**src/common/emod_pkg.sv**
```systemverilog
// Constants, operation codes, flag layout and request carrier for the
// extended memory operation datapath.
// Assumes a single clock domain; nothing here holds state.
package emod_pkg;

  // ----------------------------------------------------------------
  // Widths and values
  // ----------------------------------------------------------------
  localparam int unsigned DATA_W = 8;
  localparam int unsigned PWORD_W = 16;
  localparam int unsigned PADDR_W = 16;
  localparam logic [7:0] BYTE_ALL_ONES = 8'hff;
  localparam logic [7:0] BYTE_ZERO = 8'h00;
  localparam logic [7:0] BYTE_ONE = 8'h01;
  // High address byte used by the last-page table reads
  localparam logic [7:0] LAST_PAGE_HIGH = 8'hff;

  // ----------------------------------------------------------------
  // Values after reset
  // ----------------------------------------------------------------
  localparam logic [7:0] ACC_RESET = 8'h00;
  localparam logic [7:0] TPTR_LOW_RESET = 8'h00;
  localparam logic [7:0] TPTR_HIGH_RESET = 8'h00;
  localparam logic [7:0] TBL_HIGH_RESET = 8'h00;

  // ----------------------------------------------------------------
  // Cycle counts, from the cycle a request is taken to done
  // ----------------------------------------------------------------
  localparam int unsigned CYC_PLAIN = 2;
  localparam int unsigned CYC_SKIP = 3;
  localparam int unsigned CYC_TABLE = 3;

  // ----------------------------------------------------------------
  // Operations
  // ----------------------------------------------------------------
  typedef enum logic [4:0] {
    rotate_right_mem = 5'h00,
    rotate_right_to_acc = 5'h01,
    rotate_right_thru_carry = 5'h02,
    rotate_right_thru_carry_acc = 5'h03,
    subtract_with_borrow = 5'h04,
    subtract_with_borrow_to_mem = 5'h05,
    subtract_plain = 5'h06,
    subtract_plain_to_mem = 5'h07,
    decrement_skip_zero = 5'h08,
    decrement_skip_zero_acc = 5'h09,
    increment_skip_zero = 5'h0a,
    increment_skip_zero_acc = 5'h0b,
    set_byte_or_bit = 5'h0c,
    set_bit = 5'h0d,
    skip_if_nonzero = 5'h0e,
    skip_if_bit_nonzero = 5'h0f,
    skip_if_zero = 5'h10,
    skip_if_bit_zero = 5'h11,
    move_skip_if_zero = 5'h12,
    nibble_exchange = 5'h13,
    nibble_exchange_acc = 5'h14,
    table_read_page = 5'h15,
    table_read_last_page = 5'h16,
    table_read_page_preinc = 5'h17,
    table_read_last_preinc = 5'h18,
    exclusive_or_to_acc = 5'h19,
    exclusive_or_to_mem = 5'h1a
  } emod_op_e;

  // ----------------------------------------------------------------
  // Carriers
  // ----------------------------------------------------------------
  typedef struct packed {
    logic carry;
    logic aux_carry_flag;
    logic zero;
    logic overflow_flag;
    logic signed_carry_flag;
    logic chained_zero_flag;
  } emod_flags_s;

  localparam emod_flags_s FLAGS_RESET = '0;

  typedef struct packed {
    emod_op_e op;
    logic [2:0] bit_sel;
    logic [7:0] mem_data;
  } emod_req_s;

endpackage : emod_pkg

```
**src/core/emod_datapath.sv**
```systemverilog
// Execution datapath for the extended data memory instruction group.
// Assumes the memory byte is presented with the request, that the program
// memory answers combinationally to the registered address, and that one
// clock and one synchronous active-low reset serve everything.
`timescale 1ns/1ps

// What this block does
// - Rotate memory right, bit 0 to 7
// - Rotated byte to accumulator, memory kept
// - Rotate through carry; only carry changes
// - Accumulator minus byte minus inverted carry
// - Subtract; carry clear if negative, else set
// - Decrement memory, skip on zero, three cycles
// - Decrement to accumulator, skip on zero
// - Increment memory, skip on zero, three cycles
// - Increment to accumulator, skip on zero
// - Set whole memory byte to all ones
// - Set one selected bit, others kept
// - Skip when selected bit is one
// - Rewrite byte, skip when byte nonzero
// - Rewrite byte, skip when byte zero
// - Copy byte to accumulator, skip on zero
// - Skip when selected bit is zero
// - Swap nibbles to memory or accumulator
// - Table read: low to memory, high latched
// - Preincrement low pointer, then table read
// - XOR to accumulator or memory, zero only
module emod_datapath (
  // Clock, reset, enable
  input wire logic i_clk,
  input wire logic i_resetn,
  input wire logic i_ce,
  // Request
  input wire logic i_start,
  input wire emod_pkg::emod_req_s i_req,
  output logic o_busy,
  output logic o_done,
  output logic o_skip,
  // Direct loads of architectural state
  input wire logic i_acc_load,
  input wire logic [7:0] i_acc_wdata,
  input wire logic i_flags_load,
  input wire emod_pkg::emod_flags_s i_flags_wdata,
  input wire logic i_tptr_load,
  input wire logic [7:0] i_tptr_low_wdata,
  input wire logic [7:0] i_tptr_high_wdata,
  // Data memory write
  output logic o_mem_we,
  output logic [7:0] o_mem_wdata,
  // Program memory read
  output logic o_prog_re,
  output logic [15:0] o_prog_addr,
  input wire logic [15:0] i_prog_word,
  // Architectural state
  output logic [7:0] o_acc,
  output emod_pkg::emod_flags_s o_flags,
  output logic [7:0] o_table_pointer_low,
  output logic [7:0] o_table_pointer_high,
  output logic [7:0] o_table_read_high_latch
);

  // ----------------------------------------------------------------
  // State
  // ----------------------------------------------------------------
  typedef enum logic [3:0] {
    ST_IDLE = 4'b0001,
    ST_EXEC = 4'b0010,
    ST_DUMMY = 4'b0100,
    ST_TABLE = 4'b1000
  } emod_state_e;

  emod_state_e state;
  emod_state_e next_state;
  emod_pkg::emod_req_s req;

  logic [7:0] m;
  logic [7:0] bit_mask;
  logic [8:0] diff;
  logic [4:0] diff_low;
  logic sub_cin;
  logic [7:0] dec_val;
  logic [7:0] inc_val;
  logic is_sub;
  logic is_borrow;
  logic is_table;
  logic table_preinc;
  logic table_last;

  logic next_mem_we;
  logic [7:0] next_mem_data;
  logic next_acc_we;
  logic [7:0] next_acc_data;
  logic next_skip;
  emod_pkg::emod_flags_s next_flags;

  assign m = req.mem_data;
  assign bit_mask = 8'(emod_pkg::BYTE_ONE << req.bit_sel);
  assign o_busy = (state != ST_IDLE);

  // ----------------------------------------------------------------
  // Arithmetic
  // ----------------------------------------------------------------
  assign is_borrow = (req.op == emod_pkg::subtract_with_borrow) ||
                     (req.op == emod_pkg::subtract_with_borrow_to_mem);
  assign is_sub = is_borrow || (req.op == emod_pkg::subtract_plain) ||
                  (req.op == emod_pkg::subtract_plain_to_mem);
  // Plain subtract behaves as borrow form with carry forced to one
  assign sub_cin = is_borrow ? o_flags.carry : 1'b1;
  assign diff = {1'b0, o_acc} + {1'b0, ~m} + {8'h00, sub_cin};
  assign diff_low = {1'b0, o_acc[3:0]} + {1'b0, ~m[3:0]} + {4'h0, sub_cin};
  assign dec_val = m - emod_pkg::BYTE_ONE;
  assign inc_val = m + emod_pkg::BYTE_ONE;

  assign is_table = (req.op == emod_pkg::table_read_page) ||
                    (req.op == emod_pkg::table_read_last_page) ||
                    (req.op == emod_pkg::table_read_page_preinc) ||
                    (req.op == emod_pkg::table_read_last_preinc);
  assign table_preinc = (req.op == emod_pkg::table_read_page_preinc) ||
                        (req.op == emod_pkg::table_read_last_preinc);
  assign table_last = (req.op == emod_pkg::table_read_last_page) ||
                      (req.op == emod_pkg::table_read_last_preinc);

  // ----------------------------------------------------------------
  // Result select
  // ----------------------------------------------------------------
  always_comb begin
    next_mem_we = 1'b0;
    next_mem_data = m;
    next_acc_we = 1'b0;
    next_acc_data = o_acc;
    next_skip = 1'b0;
    next_flags = o_flags;
    case (req.op)
      emod_pkg::rotate_right_mem: begin
        next_mem_we = 1'b1;
        next_mem_data = {m[0], m[7:1]};
      end
      emod_pkg::rotate_right_to_acc: begin
        next_acc_we = 1'b1;
        next_acc_data = {m[0], m[7:1]};
      end
      emod_pkg::rotate_right_thru_carry: begin
        next_mem_we = 1'b1;
        next_mem_data = {o_flags.carry, m[7:1]};
        next_flags.carry = m[0];
      end
      emod_pkg::rotate_right_thru_carry_acc: begin
        next_acc_we = 1'b1;
        next_acc_data = {o_flags.carry, m[7:1]};
        next_flags.carry = m[0];
      end
      emod_pkg::subtract_with_borrow,
      emod_pkg::subtract_plain: begin
        next_acc_we = 1'b1;
        next_acc_data = diff[7:0];
      end
      emod_pkg::subtract_with_borrow_to_mem,
      emod_pkg::subtract_plain_to_mem: begin
        next_mem_we = 1'b1;
        next_mem_data = diff[7:0];
      end
      emod_pkg::decrement_skip_zero: begin
        next_mem_we = 1'b1;
        next_mem_data = dec_val;
        next_skip = (dec_val == emod_pkg::BYTE_ZERO);
      end
      emod_pkg::decrement_skip_zero_acc: begin
        next_acc_we = 1'b1;
        next_acc_data = dec_val;
        next_skip = (dec_val == emod_pkg::BYTE_ZERO);
      end
      emod_pkg::increment_skip_zero: begin
        next_mem_we = 1'b1;
        next_mem_data = inc_val;
        next_skip = (inc_val == emod_pkg::BYTE_ZERO);
      end
      emod_pkg::increment_skip_zero_acc: begin
        next_acc_we = 1'b1;
        next_acc_data = inc_val;
        next_skip = (inc_val == emod_pkg::BYTE_ZERO);
      end
      emod_pkg::set_byte_or_bit: begin
        next_mem_we = 1'b1;
        next_mem_data = emod_pkg::BYTE_ALL_ONES;
      end
      emod_pkg::set_bit: begin
        next_mem_we = 1'b1;
        next_mem_data = m | bit_mask;
      end
      emod_pkg::skip_if_bit_nonzero: begin
        next_skip = |(m & bit_mask);
      end
      emod_pkg::skip_if_nonzero: begin
        // Byte is rewritten unchanged
        next_mem_we = 1'b1;
        next_skip = (m != emod_pkg::BYTE_ZERO);
      end
      emod_pkg::skip_if_zero: begin
        next_mem_we = 1'b1;
        next_skip = (m == emod_pkg::BYTE_ZERO);
      end
      emod_pkg::move_skip_if_zero: begin
        next_acc_we = 1'b1;
        next_acc_data = m;
        next_skip = (m == emod_pkg::BYTE_ZERO);
      end
      emod_pkg::skip_if_bit_zero: begin
        next_skip = ~|(m & bit_mask);
      end
      emod_pkg::nibble_exchange: begin
        next_mem_we = 1'b1;
        next_mem_data = {m[3:0], m[7:4]};
      end
      emod_pkg::nibble_exchange_acc: begin
        next_acc_we = 1'b1;
        next_acc_data = {m[3:0], m[7:4]};
      end
      emod_pkg::exclusive_or_to_acc: begin
        next_acc_we = 1'b1;
        next_acc_data = o_acc ^ m;
        next_flags.zero = ((o_acc ^ m) == emod_pkg::BYTE_ZERO);
      end
      emod_pkg::exclusive_or_to_mem: begin
        next_mem_we = 1'b1;
        next_mem_data = o_acc ^ m;
        next_flags.zero = ((o_acc ^ m) == emod_pkg::BYTE_ZERO);
      end
      default: begin
        next_mem_we = 1'b0;
      end
    endcase
    if (is_sub) begin
      next_flags.carry = diff[8];
      next_flags.aux_carry_flag = diff_low[4];
      next_flags.zero = (diff[7:0] == emod_pkg::BYTE_ZERO);
      next_flags.overflow_flag = (o_acc[7] != m[7]) && (diff[7] != o_acc[7]);
      next_flags.signed_carry_flag = diff[7] ^
        ((o_acc[7] != m[7]) && (diff[7] != o_acc[7]));
      // Chained zero keeps history across a multi-byte borrow chain
      next_flags.chained_zero_flag = (diff[7:0] == emod_pkg::BYTE_ZERO) &&
        (!is_borrow || o_flags.chained_zero_flag);
    end
  end

  // ----------------------------------------------------------------
  // Sequencer
  // ----------------------------------------------------------------
  always_comb begin
    next_state = state;
    case (state)
      ST_IDLE: begin
        if (i_start) begin
          next_state = ST_EXEC;
        end
      end
      ST_EXEC: begin
        if (is_table) begin
          next_state = ST_TABLE;
        end else if (next_skip) begin
          next_state = ST_DUMMY;
        end else begin
          next_state = ST_IDLE;
        end
      end
      ST_DUMMY: begin
        next_state = ST_IDLE;
      end
      ST_TABLE: begin
        next_state = ST_IDLE;
      end
      default: begin
        next_state = ST_IDLE;
      end
    endcase
  end

  always_ff @(posedge i_clk) begin
    if (!i_resetn) begin
      state <= ST_IDLE;
    end else if (i_ce) begin
      state <= next_state;
    end
  end

  // Request is captured once so the memory byte may change afterwards
  always_ff @(posedge i_clk) begin
    if (!i_resetn) begin
      req <= '0;
    end else if (i_ce && state == ST_IDLE && i_start) begin
      req <= i_req;
    end
  end

  // ----------------------------------------------------------------
  // Completion and skip strobes
  // ----------------------------------------------------------------
  always_ff @(posedge i_clk) begin
    if (!i_resetn) begin
      o_done <= 1'b0;
      o_skip <= 1'b0;
    end else if (i_ce) begin
      o_done <= (state == ST_EXEC && !is_table && !next_skip) ||
                (state == ST_DUMMY) || (state == ST_TABLE);
      o_skip <= (state == ST_EXEC && !is_table && next_skip);
    end
  end

  // ----------------------------------------------------------------
  // Data memory write port
  // ----------------------------------------------------------------
  always_ff @(posedge i_clk) begin
    if (!i_resetn) begin
      o_mem_we <= 1'b0;
      o_mem_wdata <= emod_pkg::BYTE_ZERO;
    end else if (i_ce) begin
      o_mem_we <= 1'b0;
      if (state == ST_EXEC && !is_table && next_mem_we) begin
        o_mem_we <= 1'b1;
        o_mem_wdata <= next_mem_data;
      end else if (state == ST_TABLE) begin
        o_mem_we <= 1'b1;
        o_mem_wdata <= i_prog_word[7:0];
      end
    end
  end

  // ----------------------------------------------------------------
  // Accumulator and flags
  // ----------------------------------------------------------------
  always_ff @(posedge i_clk) begin
    if (!i_resetn) begin
      o_acc <= emod_pkg::ACC_RESET;
    end else if (i_ce) begin
      if (state == ST_EXEC && next_acc_we) begin
        o_acc <= next_acc_data;
      end else if (state == ST_IDLE && i_acc_load) begin
        o_acc <= i_acc_wdata;
      end
    end
  end

  always_ff @(posedge i_clk) begin
    if (!i_resetn) begin
      o_flags <= emod_pkg::FLAGS_RESET;
    end else if (i_ce) begin
      if (state == ST_EXEC) begin
        o_flags <= next_flags;
      end else if (state == ST_IDLE && i_flags_load) begin
        o_flags <= i_flags_wdata;
      end
    end
  end

  // ----------------------------------------------------------------
  // Table pointer, program read and high-byte latch
  // ----------------------------------------------------------------
  always_ff @(posedge i_clk) begin
    if (!i_resetn) begin
      o_table_pointer_low <= emod_pkg::TPTR_LOW_RESET;
      o_table_pointer_high <= emod_pkg::TPTR_HIGH_RESET;
    end else if (i_ce) begin
      if (state == ST_EXEC && table_preinc) begin
        o_table_pointer_low <= o_table_pointer_low + emod_pkg::BYTE_ONE;
      end else if (state == ST_IDLE && i_tptr_load) begin
        o_table_pointer_low <= i_tptr_low_wdata;
        o_table_pointer_high <= i_tptr_high_wdata;
      end
    end
  end

  // Address uses the pointer after any preincrement
  always_ff @(posedge i_clk) begin
    if (!i_resetn) begin
      o_prog_re <= 1'b0;
      o_prog_addr <= 16'h0000;
    end else if (i_ce) begin
      o_prog_re <= (state == ST_EXEC && is_table);
      if (state == ST_EXEC && is_table) begin
        o_prog_addr <= {table_last ? emod_pkg::LAST_PAGE_HIGH : o_table_pointer_high,
                        table_preinc ? o_table_pointer_low + emod_pkg::BYTE_ONE
                                     : o_table_pointer_low};
      end
    end
  end

  always_ff @(posedge i_clk) begin
    if (!i_resetn) begin
      o_table_read_high_latch <= emod_pkg::TBL_HIGH_RESET;
    end else if (i_ce && state == ST_TABLE) begin
      o_table_read_high_latch <= i_prog_word[15:8];
    end
  end
endmodule : emod_datapath

```
**config.mk**
```make
export PLATFORM = sky130hd
export DESIGN_NAME = emod_datapath
export DESIGN_NICKNAME = d
export VERILOG_FILES = /design/src/common/emod_pkg.sv /design/src/core/emod_datapath.sv
export SDC_FILE = /design/constraint.sdc
export NUM_CORES = 1
export LEC_CHECK = 0
export ABC_AREA = 1
export ABC_CLOCK_PERIOD_IN_PS = 3950
export BUFFER_PORTS_ARGS = -buffer_cell sky130_fd_sc_hd__buf_2
export CAP_MARGIN = 20
export CELL_PAD_IN_SITES_DETAIL_PLACEMENT = 1
export CELL_PAD_IN_SITES_GLOBAL_PLACEMENT = 1
export CORE_MARGIN = 4
export CORE_UTILIZATION = 30
export CTS_CLUSTER_DIAMETER = 200
export DETAILED_ROUTE_END_ITERATION = 7
export MAX_ROUTING_LAYER = met4
export PLACE_DENSITY_LB_ADDON = 0.1
export SYNTH_ARGS = -nofsm -noshare
export SYNTH_HDL_FRONTEND = slang
export SYNTH_SLANG_ARGS = --single-unit
export TNS_END_PERCENT = 20
```
**constraint.sdc**
```tcl
create_clock -name i_clk -period 3.95 [get_ports i_clk]
set_clock_uncertainty 0.1 [all_clocks]
set_input_delay 1.185 -clock i_clk [delete_from_list [all_inputs] [get_ports i_clk]]
set_output_delay 1.185 -clock i_clk [all_outputs]
set_load 0.02 [all_outputs]
```
Yosys cells after proc, flatten, opt, wreduce, memory -nomap -nowiden --
Index checks and enable logic that the tools add are counted.
Word-level totals: flip-flop bits (word level) 86, logic and storage cells 158, output and inout port bits 67, bits of input ports 69
Cells by class: muxes and demuxes 25, bitwise operators 7, reductions and logical operators 60, $add $sub $neg 7, equal/unequal tests 38, shift operators 1
Operators by type and width (count):
- one-hot mux 8 bit (9 select lines) | 1
- 2-to-1 mux 8 bit | 8
- one-hot mux 8 bit (8 select lines) | 1
- == test 5 bit (second input constant) | 11
- == test 5 x 4 -> 1 bit (second input constant) | 8
- logical NOT 8 bit | 5
- == test 5 x 3 -> 1 bit (second input constant) | 4
- 2-to-1 mux 6 bit | 3
- adder 8 x 1 -> 8 bit (second input constant) | 2
- logical AND 1 bit | 15
- AND reduction 3 bit | 5
- OR reduction 2 bit | 7
- OR reduction 12 bit | 1
- logical OR 1 bit | 11
- == test 5 x 2 -> 1 bit (second input constant) | 2
- adder 8 x 8 -> 9 bit | 1
- adder 9 x 1 -> 9 bit | 1
- inequality test 9 x 1 -> 1 bit (second input constant) | 1
- OR reduction 9 bit | 1
- bitwise AND 8 bit | 1
- 2-to-1 mux 4 bit | 2
- NOT 8 bit | 1
- bitwise OR 8 bit | 1
- one-hot mux 4 bit (2 select lines) | 1
- other kinds (26) | 44

Depth between registers and ports, before layout --
Gate-level depths: netlist of run 1.
word-level depth 9, depth in mapped cells 20, depth with buffers taken out 20

Worst setup path after synthesis of run 1 --
OpenSTA, ideal clock, no wires.
path type register to register, start point register req[14] in the netlist's numbering, end point register o_flags[3] in the netlist's numbering, buffers on the path 0, setup slack 1.026 ns, cell stages (with the launch flop) 20, data arrival time 2.754 ns, clock period less this slack 2.924 ns, required time 3.780 ns, library setup time 0.070 ns, cells stage by stage dfxtp_1 > inv_2 > nand2_1 > nor4_1 > fa_1 > inv_1 > nand3_1 > nand2_1 > nand2_1 > nand2_1 > nand2_1 > nand2_1 > a21oi_1 > fa_1 > nand3_1 > nor3_1 > nand2_1 > nor2_1 > nand3_1 > a21oi_1
On the way: word-level cells in the longest chain between the ends 7, elaborated cells on any way between the ends 17, those cells by class add/sub (1); eq/ne (7); mux (3); reduce/logical (6)
RTL lines:
- from (decl) | RTL line emod_datapath.sv:74 | emod_pkg::emod_req_s req;
- from (signal assigned) | RTL line emod_datapath.sv:290 | req <= i_req;
- == test 5 x 3 -> 1 bit, on equally long branches | RTL line emod_datapath.sv:103, emod_datapath.sv:104
- logical OR 1 bit | RTL line emod_datapath.sv:103 | assign is_borrow = (req.op == emod_pkg::subtract_with_borrow) ||
- 2-to-1 mux 1 bit | RTL line emod_datapath.sv:108 | assign sub_cin = is_borrow ? o_flags.carry : 1'b1;
- adder 9 x 1 -> 9 bit | RTL line emod_datapath.sv:109 | assign diff = {1'b0, o_acc} + {1'b0, ~m} + {8'h00, sub_cin};
- logical NOT 8 bit | RTL line emod_datapath.sv:235 | next_flags.zero = (diff[7:0] == emod_pkg::BYTE_ZERO);
- 2-to-1 mux 6 bit | RTL line emod_datapath.sv:232 | if (is_sub) begin
- 2-to-1 mux 6 bit | RTL line emod_datapath.sv:346 | if (state == ST_EXEC) begin
- to (signal assigned) | RTL line emod_datapath.sv:344 | o_flags <= emod_pkg::FLAGS_RESET;
- to (signal assigned) | RTL line emod_datapath.sv:347 | o_flags <= next_flags;
- to (signal assigned) | RTL line emod_datapath.sv:349 | o_flags <= i_flags_wdata;
- to (decl) | RTL line emod_datapath.sv:56 | output emod_pkg::emod_flags_s o_flags,
Several ways; a longest one is shown, not always the timed one. The select of a mux whose other input is x is not followed. A chain may end at the register's enable or synchronous reset.

Worst setup path in the final report of run 1 --
start point register req[13] in the netlist's numbering, end point register o_flags[2] in the netlist's numbering
On the way: word-level cells in the longest chain between the ends 8, elaborated cells on any way between the ends 15, those cells by class add/sub (1); eq/ne (6); mux (3); reduce/logical (5)
RTL lines:
- == test 5 x 3 -> 1 bit, on equally long branches | RTL line emod_datapath.sv:103, emod_datapath.sv:104
- logical OR 1 bit | RTL line emod_datapath.sv:103
- 2-to-1 mux 1 bit | RTL line emod_datapath.sv:108
- adder 9 x 1 -> 9 bit | RTL line emod_datapath.sv:109
- inequality test 1 bit | RTL line emod_datapath.sv:236 | next_flags.overflow_flag = (o_acc[7] != m[7]) && (diff[7] != o_acc[7]);
- logical AND 1 bit | RTL line emod_datapath.sv:236
- 2-to-1 mux 6 bit | RTL line emod_datapath.sv:232
- 2-to-1 mux 6 bit | RTL line emod_datapath.sv:346
Several ways; a longest one is shown, not always the timed one. The select of a mux whose other input is x is not followed.

==> run_summary.xml, run 1 <==
<?xml version="1.0" encoding="UTF-8"?>
<metrics>
  <group name="pwr">
    <metric name="power_leakage" unit="nW">3.56</metric>
    <metric name="vdd_drop_max" unit="mV">0.262</metric>
    <metric name="pwr_density_cell" unit="nW/um^2">354</metric>
  </group>
  <group name="sta">
    <metric name="finalHoldViolations" unit="">0</metric>
    <metric name="setup_total_negative_slack" unit="ns">0</metric>
    <metric name="slew-limit-headroom" unit="%">47.5</metric>
    <metric name="final.min_clock_period" unit="ns">3.59</metric>
    <metric name="timing_limited_maximum_frequency" unit="GHz">0.278</metric>
    <metric name="pin_slew_with_the_least_headroom_to_its_limit" unit="ns">0.782</metric>
    <metric name="number_of_slew_limit_violations_in_the_final_report" unit="">0</metric>
    <metric name="finalCritPeriodShare" unit="%">91.0</metric>
    <metric name="final_setup_fails" unit="">0</metric>
    <metric name="setup_repair_after_global_routing_missed_its_margin" unit="">no</metric>
  </group>
  <group name="floorplanning">
    <metric name="boundaryPins" unit="">136</metric>
    <metric name="die_y" unit="um">151</metric>
    <metric name="core_area" unit="um^2">20200</metric>
    <metric name="placement_rows" unit="">52</metric>
    <metric name="fp.dieArea" unit="um^2">22800</metric>
    <metric name="starting_density_of_the_core" unit="%">30.4</metric>
    <metric name="floorplan.die.width" unit="um">151</metric>
  </group>
  <group name="finish">
    <metric name="final_net_count" unit="">1194</metric>
    <metric name="area.growth.synth_to_final" unit="%">19.9</metric>
    <metric name="fraction_of_layout_cells_with_a_size_suffix_above_1" unit="%">20.2</metric>
    <metric name="commonest_cells_after_routing_fill_and_taps_aside" unit="">243 x sky130_fd_sc_hd__nand2_1, 140 x sky130_fd_sc_hd__nor2_1, 135 x sky130_fd_sc_hd__buf_2</metric>
    <metric name="mostFrequentLayoutCell" unit="">sky130_fd_sc_hd__nand2_1</metric>
    <metric name="final_util" unit="%">36.5</metric>
  </group>
  <group name="synth">
    <metric name="synth_top_flop_cell" unit="">sky130_fd_sc_hd__dfxtp_1</metric>
    <metric name="mean_instance_size_in_the_synthesized_netlist" unit="um^2">6.22</metric>
    <metric name="asyncSetResetFlopFracSynth" unit="%">0</metric>
    <metric name="synth.lib_cells_used.distinct" unit="">47</metric>
    <metric name="netlist_area" unit="um^2">6140</metric>
    <metric name="register_area_share_after_synthesis" unit="%">28.0</metric>
    <metric name="synthDominantAreaCellType" unit="">sky130_fd_sc_hd__dfxtp_1</metric>
    <metric name="post_synth_fa_ha_maj_area_fraction" unit="%">3.63</metric>
    <metric name="synth_top_cell_area_share" unit="%">28.0</metric>
    <metric name="synth-edff-count" unit="">0</metric>
    <metric name="synth.ff_latch_count" unit="">86</metric>
    <metric name="yosys-top-cells-area" unit="">sky130_fd_sc_hd__dfxtp_1 28%, sky130_fd_sc_hd__nand2_1 15%, sky130_fd_sc_hd__nor2_1 8.6%</metric>
    <metric name="post_synth_inst_count" unit="">988</metric>
    <metric name="synth_simple_gate_area_share" unit="%">39.8</metric>
    <metric name="synth.yosys.warnings" unit="">0</metric>
    <metric name="synth_mux_area_share" unit="%">0</metric>
    <metric name="synthXorXnorAreaFrac" unit="%">1.57</metric>
    <metric name="complex_gate_fraction_of_the_synthesized_area" unit="%">18.5</metric>
    <metric name="synth_nets" unit="">1073</metric>
    <metric name="combinational_family_with_the_most_area_after_synthesis" unit="">simple AND/OR/NAND/NOR gates</metric>
  </group>
  <group name="placed_design">
    <metric name="routabilityCongestion" unit="">0.934</metric>
    <metric name="port_buffers" unit="">135</metric>
    <metric name="detailed_place_hpwl" unit="mm">20.3</metric>
  </group>
  <group name="grt">
    <metric name="grt_max_degree" unit="">41</metric>
    <metric name="leftover_overflow_at_the_end_of_global_routing" unit="">0</metric>
    <metric name="antenna_found_initial" unit="">1</metric>
    <metric name="wire_length_of_the_first_global_routing_pass" unit="mm">40.4</metric>
    <metric name="grt_util_all_layers" unit="%">23.7</metric>
    <metric name="number_of_global_route_vias_before_repair" unit="">7123</metric>
  </group>
  <group name="worst_setup_path">
    <metric name="timing_worst_setup_path_type" unit="">reg2reg</metric>
    <metric name="cp_data_required_time" unit="ns">4.13</metric>
    <metric name="critical_path.max_fanout" unit="">6</metric>
    <metric name="cp_data_arrival_time" unit="ns">3.78</metric>
    <metric name="timing.critical_path.to_type" unit="">flip-flop</metric>
    <metric name="crit_path_start_kind" unit="">flip-flop</metric>
  </group>
  <group name="detailed_routing">
    <metric name="drc" unit="">0</metric>
    <metric name="avgRoutedWirePerCell" unit="um">18.9</metric>
    <metric name="drt-initial-drc-count" unit="">378</metric>
    <metric name="ant_nets" unit="">0</metric>
    <metric name="routed_vias_inst" unit="">5.13</metric>
    <metric name="drt-pass1-iter-count" unit="">5</metric>
    <metric name="overall_via_count_from_detail_route" unit="">7101</metric>
    <metric name="drt_wl_total" unit="mm">26.1</metric>
  </group>
  <group name="clocking">
    <metric name="cts.htree.levels" unit="">3</metric>
    <metric name="tritoncts_clock_tree" unit="">done</metric>
    <metric name="cts_num_sinks" unit="">86</metric>
    <metric name="post_cts_setup_buffer_count" unit="">0</metric>
    <metric name="clock_tree.buffer_depth" unit="">2</metric>
    <metric name="cts-buffers-inserted" unit="">9</metric>
    <metric name="cts_hold_repair.buffers" unit="">0</metric>
    <metric name="worst_setup_hold_path_clk_slew" unit="ns">0.07</metric>
    <metric name="clkLatencyLatePin" unit="ns">0.35</metric>
    <metric name="post_cts_resize_count" unit="">0</metric>
    <metric name="clk_root_buffer_cell" unit="">sky130_fd_sc_hd__clkbuf_16</metric>
  </group>
  <group name="flow_run">
    <metric name="drv_cap" unit="">0</metric>
  </group>
  <group name="min_path">
    <metric name="hold_path.class" unit="">reg2reg</metric>
  </group>
  <group name="outcome">
    <metric name="run_status" unit="">finished clean</metric>
  </group>
</metrics>
cell type report:
cell class	count	area, um^2
diodes	1	2.50
fillers	2719	12800
inverters	86	323
clock inverters	7	53.8
flip-flops and latches	86	1720
well taps	270	338
repair buffers	152	803
multi-input cells	774	3890
clock buffers	9	225
metrics by stage:
step	cell area (um^2)	total power [mW]	hold WS [ns]	std cells	setup WS, ns
floorplan	6140	1.49	0.364	988	1.03
global placement	7080	1.77	0.349	1368	0.417
detailed placement	7080	1.77	0.355	1368	0.408
CTS	7360	2.63	0.366	1384	0.374
global route	7360	2.75	0.394	1385	0.00162
finish	7360	2.61	0.365	1385	0.357
Yosys cell counts, types with 3 or more instances:
cell	count
sky130_fd_sc_hd__inv_2	11
sky130_fd_sc_hd__or2_2	3
sky130_fd_sc_hd__a21oi_2	4
sky130_fd_sc_hd__fa_1	3
sky130_fd_sc_hd__nand2_1	243
sky130_fd_sc_hd__a211oi_1	4
sky130_fd_sc_hd__nand3b_1	7
sky130_fd_sc_hd__buf_2	8
sky130_fd_sc_hd__nand4_1	18
sky130_fd_sc_hd__nor2_1	140
sky130_fd_sc_hd__a31oi_1	12
sky130_fd_sc_hd__a21boi_0	3
sky130_fd_sc_hd__clkbuf_1	26
sky130_fd_sc_hd__o21ai_0	85
sky130_fd_sc_hd__xnor2_1	3
sky130_fd_sc_hd__dfxtp_1	86
sky130_fd_sc_hd__inv_1	73
sky130_fd_sc_hd__buf_6	3
sky130_fd_sc_hd__xor2_1	8
sky130_fd_sc_hd__nor2_4	6
sky130_fd_sc_hd__nand3_2	5
sky130_fd_sc_hd__o22ai_1	9
sky130_fd_sc_hd__buf_4	3
sky130_fd_sc_hd__nor3_1	18
sky130_fd_sc_hd__nand2_2	8
sky130_fd_sc_hd__nand3_1	79
sky130_fd_sc_hd__nor2_2	6
sky130_fd_sc_hd__a21oi_1	74
sky130_fd_sc_hd__nand2_4	5
sky130_fd_sc_hd__ha_1	13
state kept, by name, summed over array words and instances (netlist names):
name	cells
m	8
o_acc	8
o_done	1
o_flags	6
o_mem_wdata	8
o_mem_we	1
o_prog_addr	16
o_prog_re	1
o_skip	1
o_table_pointer_high	8
o_table_pointer_low	8
o_table_read_high_latch	8
req	8
state	4
cells by family (layout without fill, tap and decap cells):
family	Yosys count	after routing
adders and majority gates	16	16
other	0	1
xor gates and xnor gates	11	11
AOI/OAI and AO/OA	203	203
and+or+nand+nor	544	544
DFF	86	86
buffers and inverters	128	254
critical path, stage by stage (launching register included):
cell and delay, ns:
sky130_fd_sc_hd__dfxtp_1 0.53, sky130_fd_sc_hd__nand2_1 0.19, sky130_fd_sc_hd__nor4_1 0.54, sky130_fd_sc_hd__fa_1 0.32, sky130_fd_sc_hd__inv_1 0.07, sky130_fd_sc_hd__nand3_1 0.07
sky130_fd_sc_hd__nand2_1 0.08, sky130_fd_sc_hd__nand2_1 0.08, sky130_fd_sc_hd__nand2_1 0.05, sky130_fd_sc_hd__nand2_1 0.11, sky130_fd_sc_hd__nand2_1 0.08, sky130_fd_sc_hd__a21oi_1 0.16
sky130_fd_sc_hd__fa_1 0.45, sky130_fd_sc_hd__inv_1 0.14, sky130_fd_sc_hd__o21ai_0 0.10, sky130_fd_sc_hd__a211oi_1 0.25, sky130_fd_sc_hd__a21oi_1 0.06, sky130_fd_sc_hd__a21oi_1 0.15
layer usage:
layer | global-route usage [%] | vias up | wire length (um)
met3 | 4.55 | 38 | 1400
met1 | 29.4 | 3391 | 11600
met5 | - | - | 0
met4 | 7.84 | 0 | 728
li1 | - | 3493 | -
met2 | 38.9 | 179 | 12400
power by group:
group	internal [mW]	leakage, nW	switching (mW)
combinational	0.240	2.73	0.548
sequential	0.909	0.700	0.0608
clock	0.433	0.129	0.415
total	1.58	3.56	1.02
worst paths after layout:
kind | end | slack [ns] | startpoint | cells past startpoint
max | o_flags[2] | 0.36 | req[13] | 17
min | o_prog_re | 0.36 | o_prog_re | 2
max reg2reg | o_flags[2] | 0.36 | req[13] | 17
min reg2reg | o_prog_re | 0.36 | o_prog_re | 2
Note: power is estimated with default switching activity, not from simulation.
==> run 2: changes to the inputs <==
--- a/config.mk
+++ b/config.mk
@@ -5,7 +5,6 @@
 export SDC_FILE = /design/constraint.sdc
 export NUM_CORES = 1
 export LEC_CHECK = 0
-export ABC_AREA = 1
 export ABC_CLOCK_PERIOD_IN_PS = 3950
 export BUFFER_PORTS_ARGS = -buffer_cell sky130_fd_sc_hd__buf_2
 export CAP_MARGIN = 20
==> run 2 against run 1 <==
Critical endpoint is now o_flags[3]. Sequential share of layout area down 1.1 points. Hold slack worse by 0.0016 ns. Utilization is 0.15 points higher. Power shrank 6.1%. Flip-flop and latch count stayed put. Count of clock-buffer cells in the layout unchanged. Non-clock buffer count rose by 23. First-iteration DRC count increased by 39%. Area after synthesis increased by 5.0%. Synthesized cell count decreased by 14%. Critical path type unchanged. Via count grew 2.2%. Register-to-register slack improved by 0.11 ns.
==> run_summary.xml, run 2 <==
<?xml version="1.0" encoding="UTF-8"?>
<metrics>
  <group name="outcome">
    <metric name="run_status" unit="">finished clean</metric>
  </group>
  <group name="sta">
    <metric name="pin_slew_with_the_least_headroom_to_its_limit" unit="ns">0.897</metric>
    <metric name="finalHoldViolations" unit="">0</metric>
    <metric name="timing_limited_maximum_frequency" unit="GHz">0.287</metric>
    <metric name="final_setup_fails" unit="">0</metric>
    <metric name="final.min_clock_period" unit="ns">3.48</metric>
    <metric name="slew-limit-headroom" unit="%">39.5</metric>
    <metric name="setup_slack" unit="ns">0.470</metric>
    <metric name="number_of_slew_limit_violations_in_the_final_report" unit="">0</metric>
    <metric name="setup_repair_after_global_routing_missed_its_margin" unit="">no</metric>
    <metric name="setup_total_negative_slack" unit="ns">0</metric>
    <metric name="finalCritPeriodShare" unit="%">88.1</metric>
    <metric name="fin_hold_ws" unit="ns">0.363</metric>
  </group>
  <group name="detailed_routing">
    <metric name="overall_via_count_from_detail_route" unit="">7259</metric>
    <metric name="ant_nets" unit="">0</metric>
    <metric name="drt-initial-drc-count" unit="">527</metric>
    <metric name="routed_vias_inst" unit="">5.86</metric>
    <metric name="drc" unit="">0</metric>
    <metric name="avgRoutedWirePerCell" unit="um">23.8</metric>
    <metric name="drt-pass1-iter-count" unit="">5</metric>
    <metric name="drt_wl_total" unit="mm">29.4</metric>
  </group>
  <group name="clocking">
    <metric name="worst_setup_hold_path_clk_slew" unit="ns">0.08</metric>
    <metric name="cts_hold_repair.buffers" unit="">0</metric>
    <metric name="cts.htree.levels" unit="">3</metric>
    <metric name="cts-buffers-inserted" unit="">9</metric>
    <metric name="tritoncts_clock_tree" unit="">done</metric>
    <metric name="clk_root_buffer_cell" unit="">sky130_fd_sc_hd__clkbuf_16</metric>
    <metric name="post_cts_resize_count" unit="">0</metric>
    <metric name="cts_num_sinks" unit="">86</metric>
    <metric name="clkLatencyLatePin" unit="ns">0.36</metric>
    <metric name="clock_tree.buffer_depth" unit="">2</metric>
    <metric name="post_cts_setup_buffer_count" unit="">0</metric>
  </group>
  <group name="grt">
    <metric name="grt_util_all_layers" unit="%">25.0</metric>
    <metric name="wire_length_of_the_first_global_routing_pass" unit="mm">45.2</metric>
    <metric name="number_of_global_route_vias_before_repair" unit="">7322</metric>
    <metric name="antenna_found_initial" unit="">1</metric>
    <metric name="leftover_overflow_at_the_end_of_global_routing" unit="">0</metric>
    <metric name="grt_max_degree" unit="">46</metric>
  </group>
  <group name="synth">
    <metric name="synth_top_flop_cell" unit="">sky130_fd_sc_hd__dfxtp_1</metric>
    <metric name="yosys-top-cells-area" unit="">sky130_fd_sc_hd__dfxtp_1 27%, sky130_fd_sc_hd__nand2_1 5.2%, sky130_fd_sc_hd__a21oi_1 4.9%</metric>
    <metric name="synth_top_cell_area_share" unit="%">26.7</metric>
    <metric name="post_synth_inst_count" unit="">845</metric>
    <metric name="synth.lib_cells_used.distinct" unit="">87</metric>
    <metric name="register_area_share_after_synthesis" unit="%">26.7</metric>
    <metric name="synth_nets" unit="">930</metric>
    <metric name="synth.yosys.warnings" unit="">0</metric>
    <metric name="synth-edff-count" unit="">0</metric>
    <metric name="synth.ff_latch_count" unit="">86</metric>
    <metric name="mean_instance_size_in_the_synthesized_netlist" unit="um^2">7.63</metric>
    <metric name="ys_top_cells_by_count" unit="">90 x sky130_fd_sc_hd__nand2_1, 86 x sky130_fd_sc_hd__dfxtp_1, 80 x sky130_fd_sc_hd__nor2_1</metric>
    <metric name="synth.most_common_cell" unit="">sky130_fd_sc_hd__nand2_1</metric>
    <metric name="asyncSetResetFlopFracSynth" unit="%">0</metric>
    <metric name="synthDominantAreaCellType" unit="">sky130_fd_sc_hd__dfxtp_1</metric>
    <metric name="netlist_area" unit="um^2">6450</metric>
  </group>
  <group name="worst_setup_path">
    <metric name="critPathTopFamily" unit="">simple AND/OR/NAND/NOR gates</metric>
    <metric name="critical_path.max_fanout" unit="">3</metric>
    <metric name="cp_slowest_cell" unit="">sky130_fd_sc_hd__fa_1</metric>
    <metric name="crit_path_start_kind" unit="">flip-flop</metric>
    <metric name="reg2reg_setup_slack" unit="ns">0.47</metric>
    <metric name="crit_path_cell_trace" unit="">nor2_1, nand2_1, nor3_1, fa_1, and3b_1, o21ai_0, a21oi_1, o21a_1, nor2_1, fa_1, nand2_1, nor3_1, o2111ai_1, or3_1, a31oi_1</metric>
    <metric name="timing.critical_path.to_type" unit="">flip-flop</metric>
    <metric name="cp_data_arrival_time" unit="ns">3.67</metric>
    <metric name="cp_data_required_time" unit="ns">4.14</metric>
    <metric name="path_buf_inv" unit="">0</metric>
    <metric name="timing_worst_setup_path_type" unit="">reg2reg</metric>
    <metric name="crit_path_max_incr_delay" unit="ns">0.55</metric>
  </group>
  <group name="finish">
    <metric name="final_cell_count_no_fill" unit="">1239</metric>
    <metric name="commonest_cells_after_routing_fill_and_taps_aside" unit="">135 x sky130_fd_sc_hd__buf_2, 90 x sky130_fd_sc_hd__nand2_1, 86 x sky130_fd_sc_hd__dfxtp_1</metric>
    <metric name="registers.top_by_ff_count" unit="">o_prog_addr</metric>
    <metric name="mostFrequentLayoutCell" unit="">sky130_fd_sc_hd__buf_2</metric>
    <metric name="area.growth.synth_to_final" unit="%">19.8</metric>
    <metric name="fill_cells" unit="">2644</metric>
    <metric name="largest_register_ffs" unit="">16</metric>
    <metric name="fraction_of_layout_cells_with_a_size_suffix_above_1" unit="%">22.9</metric>
    <metric name="final_net_count" unit="">1043</metric>
  </group>
  <group name="floorplanning">
    <metric name="placement_rows" unit="">53</metric>
    <metric name="floorplan.die.width" unit="um">155</metric>
    <metric name="core_area" unit="um^2">21100</metric>
    <metric name="die_y" unit="um">155</metric>
    <metric name="starting_density_of_the_core" unit="%">30.6</metric>
    <metric name="boundaryPins" unit="">136</metric>
    <metric name="fp.dieArea" unit="um^2">23900</metric>
  </group>
  <group name="placed_design">
    <metric name="routabilityCongestion" unit="">0.975</metric>
    <metric name="placedCellCount" unit="">1222</metric>
    <metric name="port_buffers" unit="">135</metric>
    <metric name="detailedPlace.worstSlack" unit="ns">0.515</metric>
    <metric name="detailed_place_hpwl" unit="mm">22.0</metric>
  </group>
  <group name="pwr">
    <metric name="pwr_density_cell" unit="nW/um^2">317</metric>
    <metric name="vdd_drop_max" unit="mV">0.172</metric>
    <metric name="power_leakage" unit="nW">3.16</metric>
  </group>
  <group name="min_path">
    <metric name="hold_path.class" unit="">reg2reg</metric>
  </group>
  <group name="flow_run">
    <metric name="drv_cap" unit="">0</metric>
  </group>
</metrics>
run 2: changes by cell type after synthesis, sizes merged, moves of 11 or more:
cell	change
nand3	-52
nor2	-73
o21ai	-47
mux2i	+24
inv	-59
a211oi	+15
nor2b	+11
nand2	-166
clkbuf	+21
a21oi	-15
run 2: cells by family (layout without fill, tap and decap cells):
| group | after synthesis | in the layout | synth area share (%) |
|---|---|---|---|
| and+or+nand+nor | 321 | 321 | 25.7 |
| adders and majority gates | 16 | 16 | 3.45 |
| xor gates and xnor gates | 18 | 18 | 2.44 |
| muxes | 25 | 25 | 4.07 |
| other | 0 | 1 | 0 |
| buffers and inverters | 100 | 218 | 6.87 |
| DFF | 86 | 86 | 26.7 |
| AOI/OAI and AO/OA | 279 | 279 | 30.7 |
run 2: final cells by class:
cell class	instances	area, um^2	share of cell area, %
Antenna cell	1	2.50	0.0324
Clock inverter	7	73.8	0.955
Sequential cell	86	1720	22.3
Clock buffer	9	225	2.91
Tap cell	275	344	4.45
Inverter	27	101	1.31
Multi-Input combinational cell	659	4280	55.4
Timing Repair Buffer	175	976	12.6
run 2: final timing paths:
path | from | endpoint | cells after the start
min | o_mem_we | o_mem_we | 2
max reg2reg | req[15] | o_flags[3] | 15
min reg2reg | o_mem_we | o_mem_we | 2
max | req[15] | o_flags[3] | 15
run 2: through the flow:
step	total power [mW]	util, %	instance area (um^2)
after global placement	1.59	35.2	7430
after detailed placement	1.59	35.2	7430
after floorplan	1.35	-	6450
after global routing	2.57	36.7	7730
after CTS	2.48	36.6	7730
final	2.45	36.7	7730
run 2: report_power, final:
group          switching, mW  internal, mW
Clock                  0.423         0.447
Sequential            0.0345         0.896
Combinational          0.421         0.227
run 2: layer usage:
metal,GRT usage (%),routed length [um],up-vias
met5,-,0,-
met4,8.16,854,0
met3,4.67,1720,50
met2,38.2,13400,263
met1,33.4,13400,3553
li1,-,-,3393
run 2: tightest hold or removal path, cell delays in order, from the launching register on:
cell                      delay [ns]
sky130_fd_sc_hd__dfxtp_1        0.31
sky130_fd_sc_hd__nand2_1        0.05
sky130_fd_sc_hd__a21oi_1        0.05
==> run 3: changes to the inputs <==
--- a/config.mk
+++ b/config.mk
@@ -11,7 +11,7 @@
 export CELL_PAD_IN_SITES_DETAIL_PLACEMENT = 1
 export CELL_PAD_IN_SITES_GLOBAL_PLACEMENT = 1
 export CORE_MARGIN = 4
-export CORE_UTILIZATION = 30
+export CORE_UTILIZATION = 40
 export CTS_CLUSTER_DIAMETER = 200
 export DETAILED_ROUTE_END_ITERATION = 7
 export MAX_ROUTING_LAYER = met4
==> run 3 against run 2 <==
Utilization rose by 12 points. Setup slack got worse by 0.11 ns. Highest routed layer unchanged. Flip-flop and latch count did not move. Combinational power rose by 1%. First-iteration DRC count rose by 4.0%. Design area fell by 0.87%. Clock power rose by 18%. Critical path depth did not move. Sequential share of layout area rose by 0.20 points. Register-to-register slack got worse by 0.11 ns. Final cell count fell by 5.5%.
==> run_summary.xml, run 3 (same netlist as run 2, synthesis figures left out) <==
<?xml version="1.0" encoding="UTF-8"?>
<metrics>
  <group name="clocking">
    <metric name="worst_setup_hold_path_clk_slew" unit="ns">0.08</metric>
    <metric name="cts_num_sinks" unit="">86</metric>
    <metric name="clock_tree.buffer_depth" unit="">2</metric>
    <metric name="cts-buffers-inserted" unit="">9</metric>
    <metric name="cts.htree.levels" unit="">3</metric>
    <metric name="clkLatencyLatePin" unit="ns">0.35</metric>
    <metric name="tritoncts_clock_tree" unit="">done</metric>
    <metric name="clk_root_buffer_cell" unit="">sky130_fd_sc_hd__clkbuf_16</metric>
    <metric name="cts_hold_repair.buffers" unit="">0</metric>
  </group>
  <group name="finish">
    <metric name="fraction_of_layout_cells_with_a_size_suffix_above_1" unit="%">22.3</metric>
    <metric name="largest_register_ffs" unit="">16</metric>
    <metric name="final_util" unit="%">48.4</metric>
    <metric name="commonest_cells_after_routing_fill_and_taps_aside" unit="">135 x sky130_fd_sc_hd__buf_2, 90 x sky130_fd_sc_hd__nand2_1, 86 x sky130_fd_sc_hd__dfxtp_1</metric>
    <metric name="mostFrequentLayoutCell" unit="">sky130_fd_sc_hd__buf_2</metric>
    <metric name="final_net_count" unit="">1035</metric>
    <metric name="area.growth.synth_to_final" unit="%">18.8</metric>
    <metric name="registers.top_by_ff_count" unit="">o_prog_addr</metric>
    <metric name="final_cell_count_no_fill" unit="">1171</metric>
    <metric name="antenna-diode-count" unit="">0</metric>
  </group>
  <group name="detailed_routing">
    <metric name="drt-initial-drc-count" unit="">548</metric>
    <metric name="routed_vias_inst" unit="">6.42</metric>
    <metric name="drt-pass1-iter-count" unit="">5</metric>
    <metric name="ant_nets" unit="">0</metric>
    <metric name="drt_wl_total" unit="mm">30.5</metric>
    <metric name="drc" unit="">0</metric>
    <metric name="avgRoutedWirePerCell" unit="um">26.0</metric>
    <metric name="overall_via_count_from_detail_route" unit="">7512</metric>
  </group>
  <group name="grt">
    <metric name="grt_util_all_layers" unit="%">34.2</metric>
    <metric name="gr-usage-met3" unit="%">7.04</metric>
    <metric name="grt_max_degree" unit="">46</metric>
    <metric name="grt_use_met1" unit="%">41.0</metric>
    <metric name="gr-max-usage-layer" unit="">met2</metric>
    <metric name="antenna_found_initial" unit="">0</metric>
    <metric name="wire_length_of_the_first_global_routing_pass" unit="mm">46.5</metric>
    <metric name="global_route.usage.met2" unit="%">53.3</metric>
    <metric name="leftover_overflow_at_the_end_of_global_routing" unit="">0</metric>
    <metric name="number_of_global_route_vias_before_repair" unit="">7816</metric>
  </group>
  <group name="floorplanning">
    <metric name="core_area" unit="um^2">15800</metric>
    <metric name="placement_rows" unit="">46</metric>
    <metric name="floorplan.die.width" unit="um">135</metric>
    <metric name="die_y" unit="um">135</metric>
    <metric name="fp.dieArea" unit="um^2">18200</metric>
    <metric name="boundaryPins" unit="">136</metric>
    <metric name="starting_density_of_the_core" unit="%">40.7</metric>
  </group>
  <group name="outcome">
    <metric name="run_status" unit="">finished clean</metric>
  </group>
  <group name="min_path">
    <metric name="holdPathStages" unit="">2</metric>
    <metric name="hold_path.class" unit="">reg2reg</metric>
  </group>
  <group name="sta">
    <metric name="number_of_slew_limit_violations_in_the_final_report" unit="">0</metric>
    <metric name="pin_slew_with_the_least_headroom_to_its_limit" unit="ns">1.00</metric>
    <metric name="finalHoldViolations" unit="">0</metric>
    <metric name="setup_repair_after_global_routing_missed_its_margin" unit="">no</metric>
    <metric name="setup_total_negative_slack" unit="ns">0</metric>
    <metric name="final_setup_fails" unit="">0</metric>
    <metric name="finalCritPeriodShare" unit="%">90.8</metric>
    <metric name="final.min_clock_period" unit="ns">3.59</metric>
    <metric name="timing_limited_maximum_frequency" unit="GHz">0.279</metric>
    <metric name="slew-limit-headroom" unit="%">32.8</metric>
  </group>
  <group name="pwr">
    <metric name="power_leakage" unit="nW">3.16</metric>
    <metric name="vdd_drop_max" unit="mV">0.247</metric>
    <metric name="pwr_density_cell" unit="nW/um^2">341</metric>
  </group>
  <group name="worst_setup_path">
    <metric name="worst-r2r-cell-count" unit="">15</metric>
    <metric name="crit_path_start_kind" unit="">flip-flop</metric>
    <metric name="cp_slowest_cell" unit="">sky130_fd_sc_hd__fa_1</metric>
    <metric name="timing.critical_path.to_type" unit="">flip-flop</metric>
    <metric name="crit_path_max_incr_delay" unit="ns">0.54</metric>
    <metric name="timing_worst_setup_path_type" unit="">reg2reg</metric>
    <metric name="cp_data_arrival_time" unit="ns">3.77</metric>
    <metric name="crit_path_cell_trace" unit="">nor2_1, nand2_1, nor3_2, fa_1, and3b_1, o21ai_0, a21oi_1, o21a_1, nor2_1, fa_1, nand2_1, nor3_1, o2111ai_1, or3_1, a31oi_1</metric>
    <metric name="cp_data_required_time" unit="ns">4.13</metric>
    <metric name="critical_path.max_fanout" unit="">5</metric>
  </group>
  <group name="placed_design">
    <metric name="placedCellCount" unit="">1155</metric>
    <metric name="detailed_place_hpwl" unit="mm">22.5</metric>
    <metric name="routabilityCongestion" unit="">1.01</metric>
    <metric name="port_buffers" unit="">135</metric>
  </group>
  <group name="flow_run">
    <metric name="drv_cap" unit="">0</metric>
  </group>
</metrics>
## run 3: cell count changes in the layout (fill, tap and decap cells not counted), moves of 2 or more
cell | before | now
sky130_fd_sc_hd__inv_6 | 0 | 3
sky130_fd_sc_hd__clkinvlp_4 | 2 | 0
sky130_fd_sc_hd__buf_4 | 40 | 31
sky130_fd_sc_hd__bufinv_16 | 0 | 3
sky130_fd_sc_hd__inv_8 | 3 | 0
## run 3: worst paths after layout
check	from	end	slack, ns
setup reg to reg	req[14]	o_flags[3]	0.36
hold reg to reg	o_mem_wdata[0]	o_mem_wdata[0]	0.38
setup / recovery	req[14]	o_flags[3]	0.36
hold / removal	o_mem_wdata[0]	o_mem_wdata[0]	0.38
## run 3: report_power, final
| part | internal, mW | switching (mW) |
|---|---|---|
| combinational | 0.224 | 0.429 |
| clock | 0.627 | 0.402 |
| sequential | 0.896 | 0.0361 |
| total | 1.75 | 0.867 |
## run 3: area by class of cell
class / instances / area [um^2]
fill: 2014 / 8170
multi-input combinational: 659 / 4290
sequential: 86 / 1720
timing repair buffer: 167 / 928
tap: 216 / 270
clock buffer: 9 / 225
clock inverter: 7 / 125
inverter: 27 / 101
## run 3: through the flow
| stage | hold slack [ns] | total power [mW] | cell area, um^2 | worst slack [ns] |
|---|---|---|---|---|
| CTS | 0.382 | 2.61 | 7660 | 0.331 |
| detailed placement | 0.368 | 1.58 | 7310 | 0.345 |
| finish | 0.385 | 2.61 | 7660 | 0.362 |
| global placement | 0.346 | 1.57 | 7310 | 0.525 |
| floorplan | 0.407 | 1.35 | 6450 | 0.299 |
| global route | 0.405 | 2.71 | 7660 | 0.0905 |
## run 3: critical path: cells and delay by family, from the launching register on
family / cells / cell delay, ns
adders and majority gates: 2 / 0.96
and+or+nand+nor: 8 / 1.31
AOI/OAI and AO/OA: 5 / 0.82
DFF: 1 / 0.35
## run 3: timing repair
action                                  CTS  global route
endpoints found under the setup margin    0             1
hold endpoints to repair                  0             0
resized for setup                         0             1
buffers inserted                          0             0
## run 3: routing by layer
metal	routed length (um)	vias up
met4	1830	0
met3	2300	93
met2	14000	353
met1	12300	3701
li1	-	3365
met5	0	-
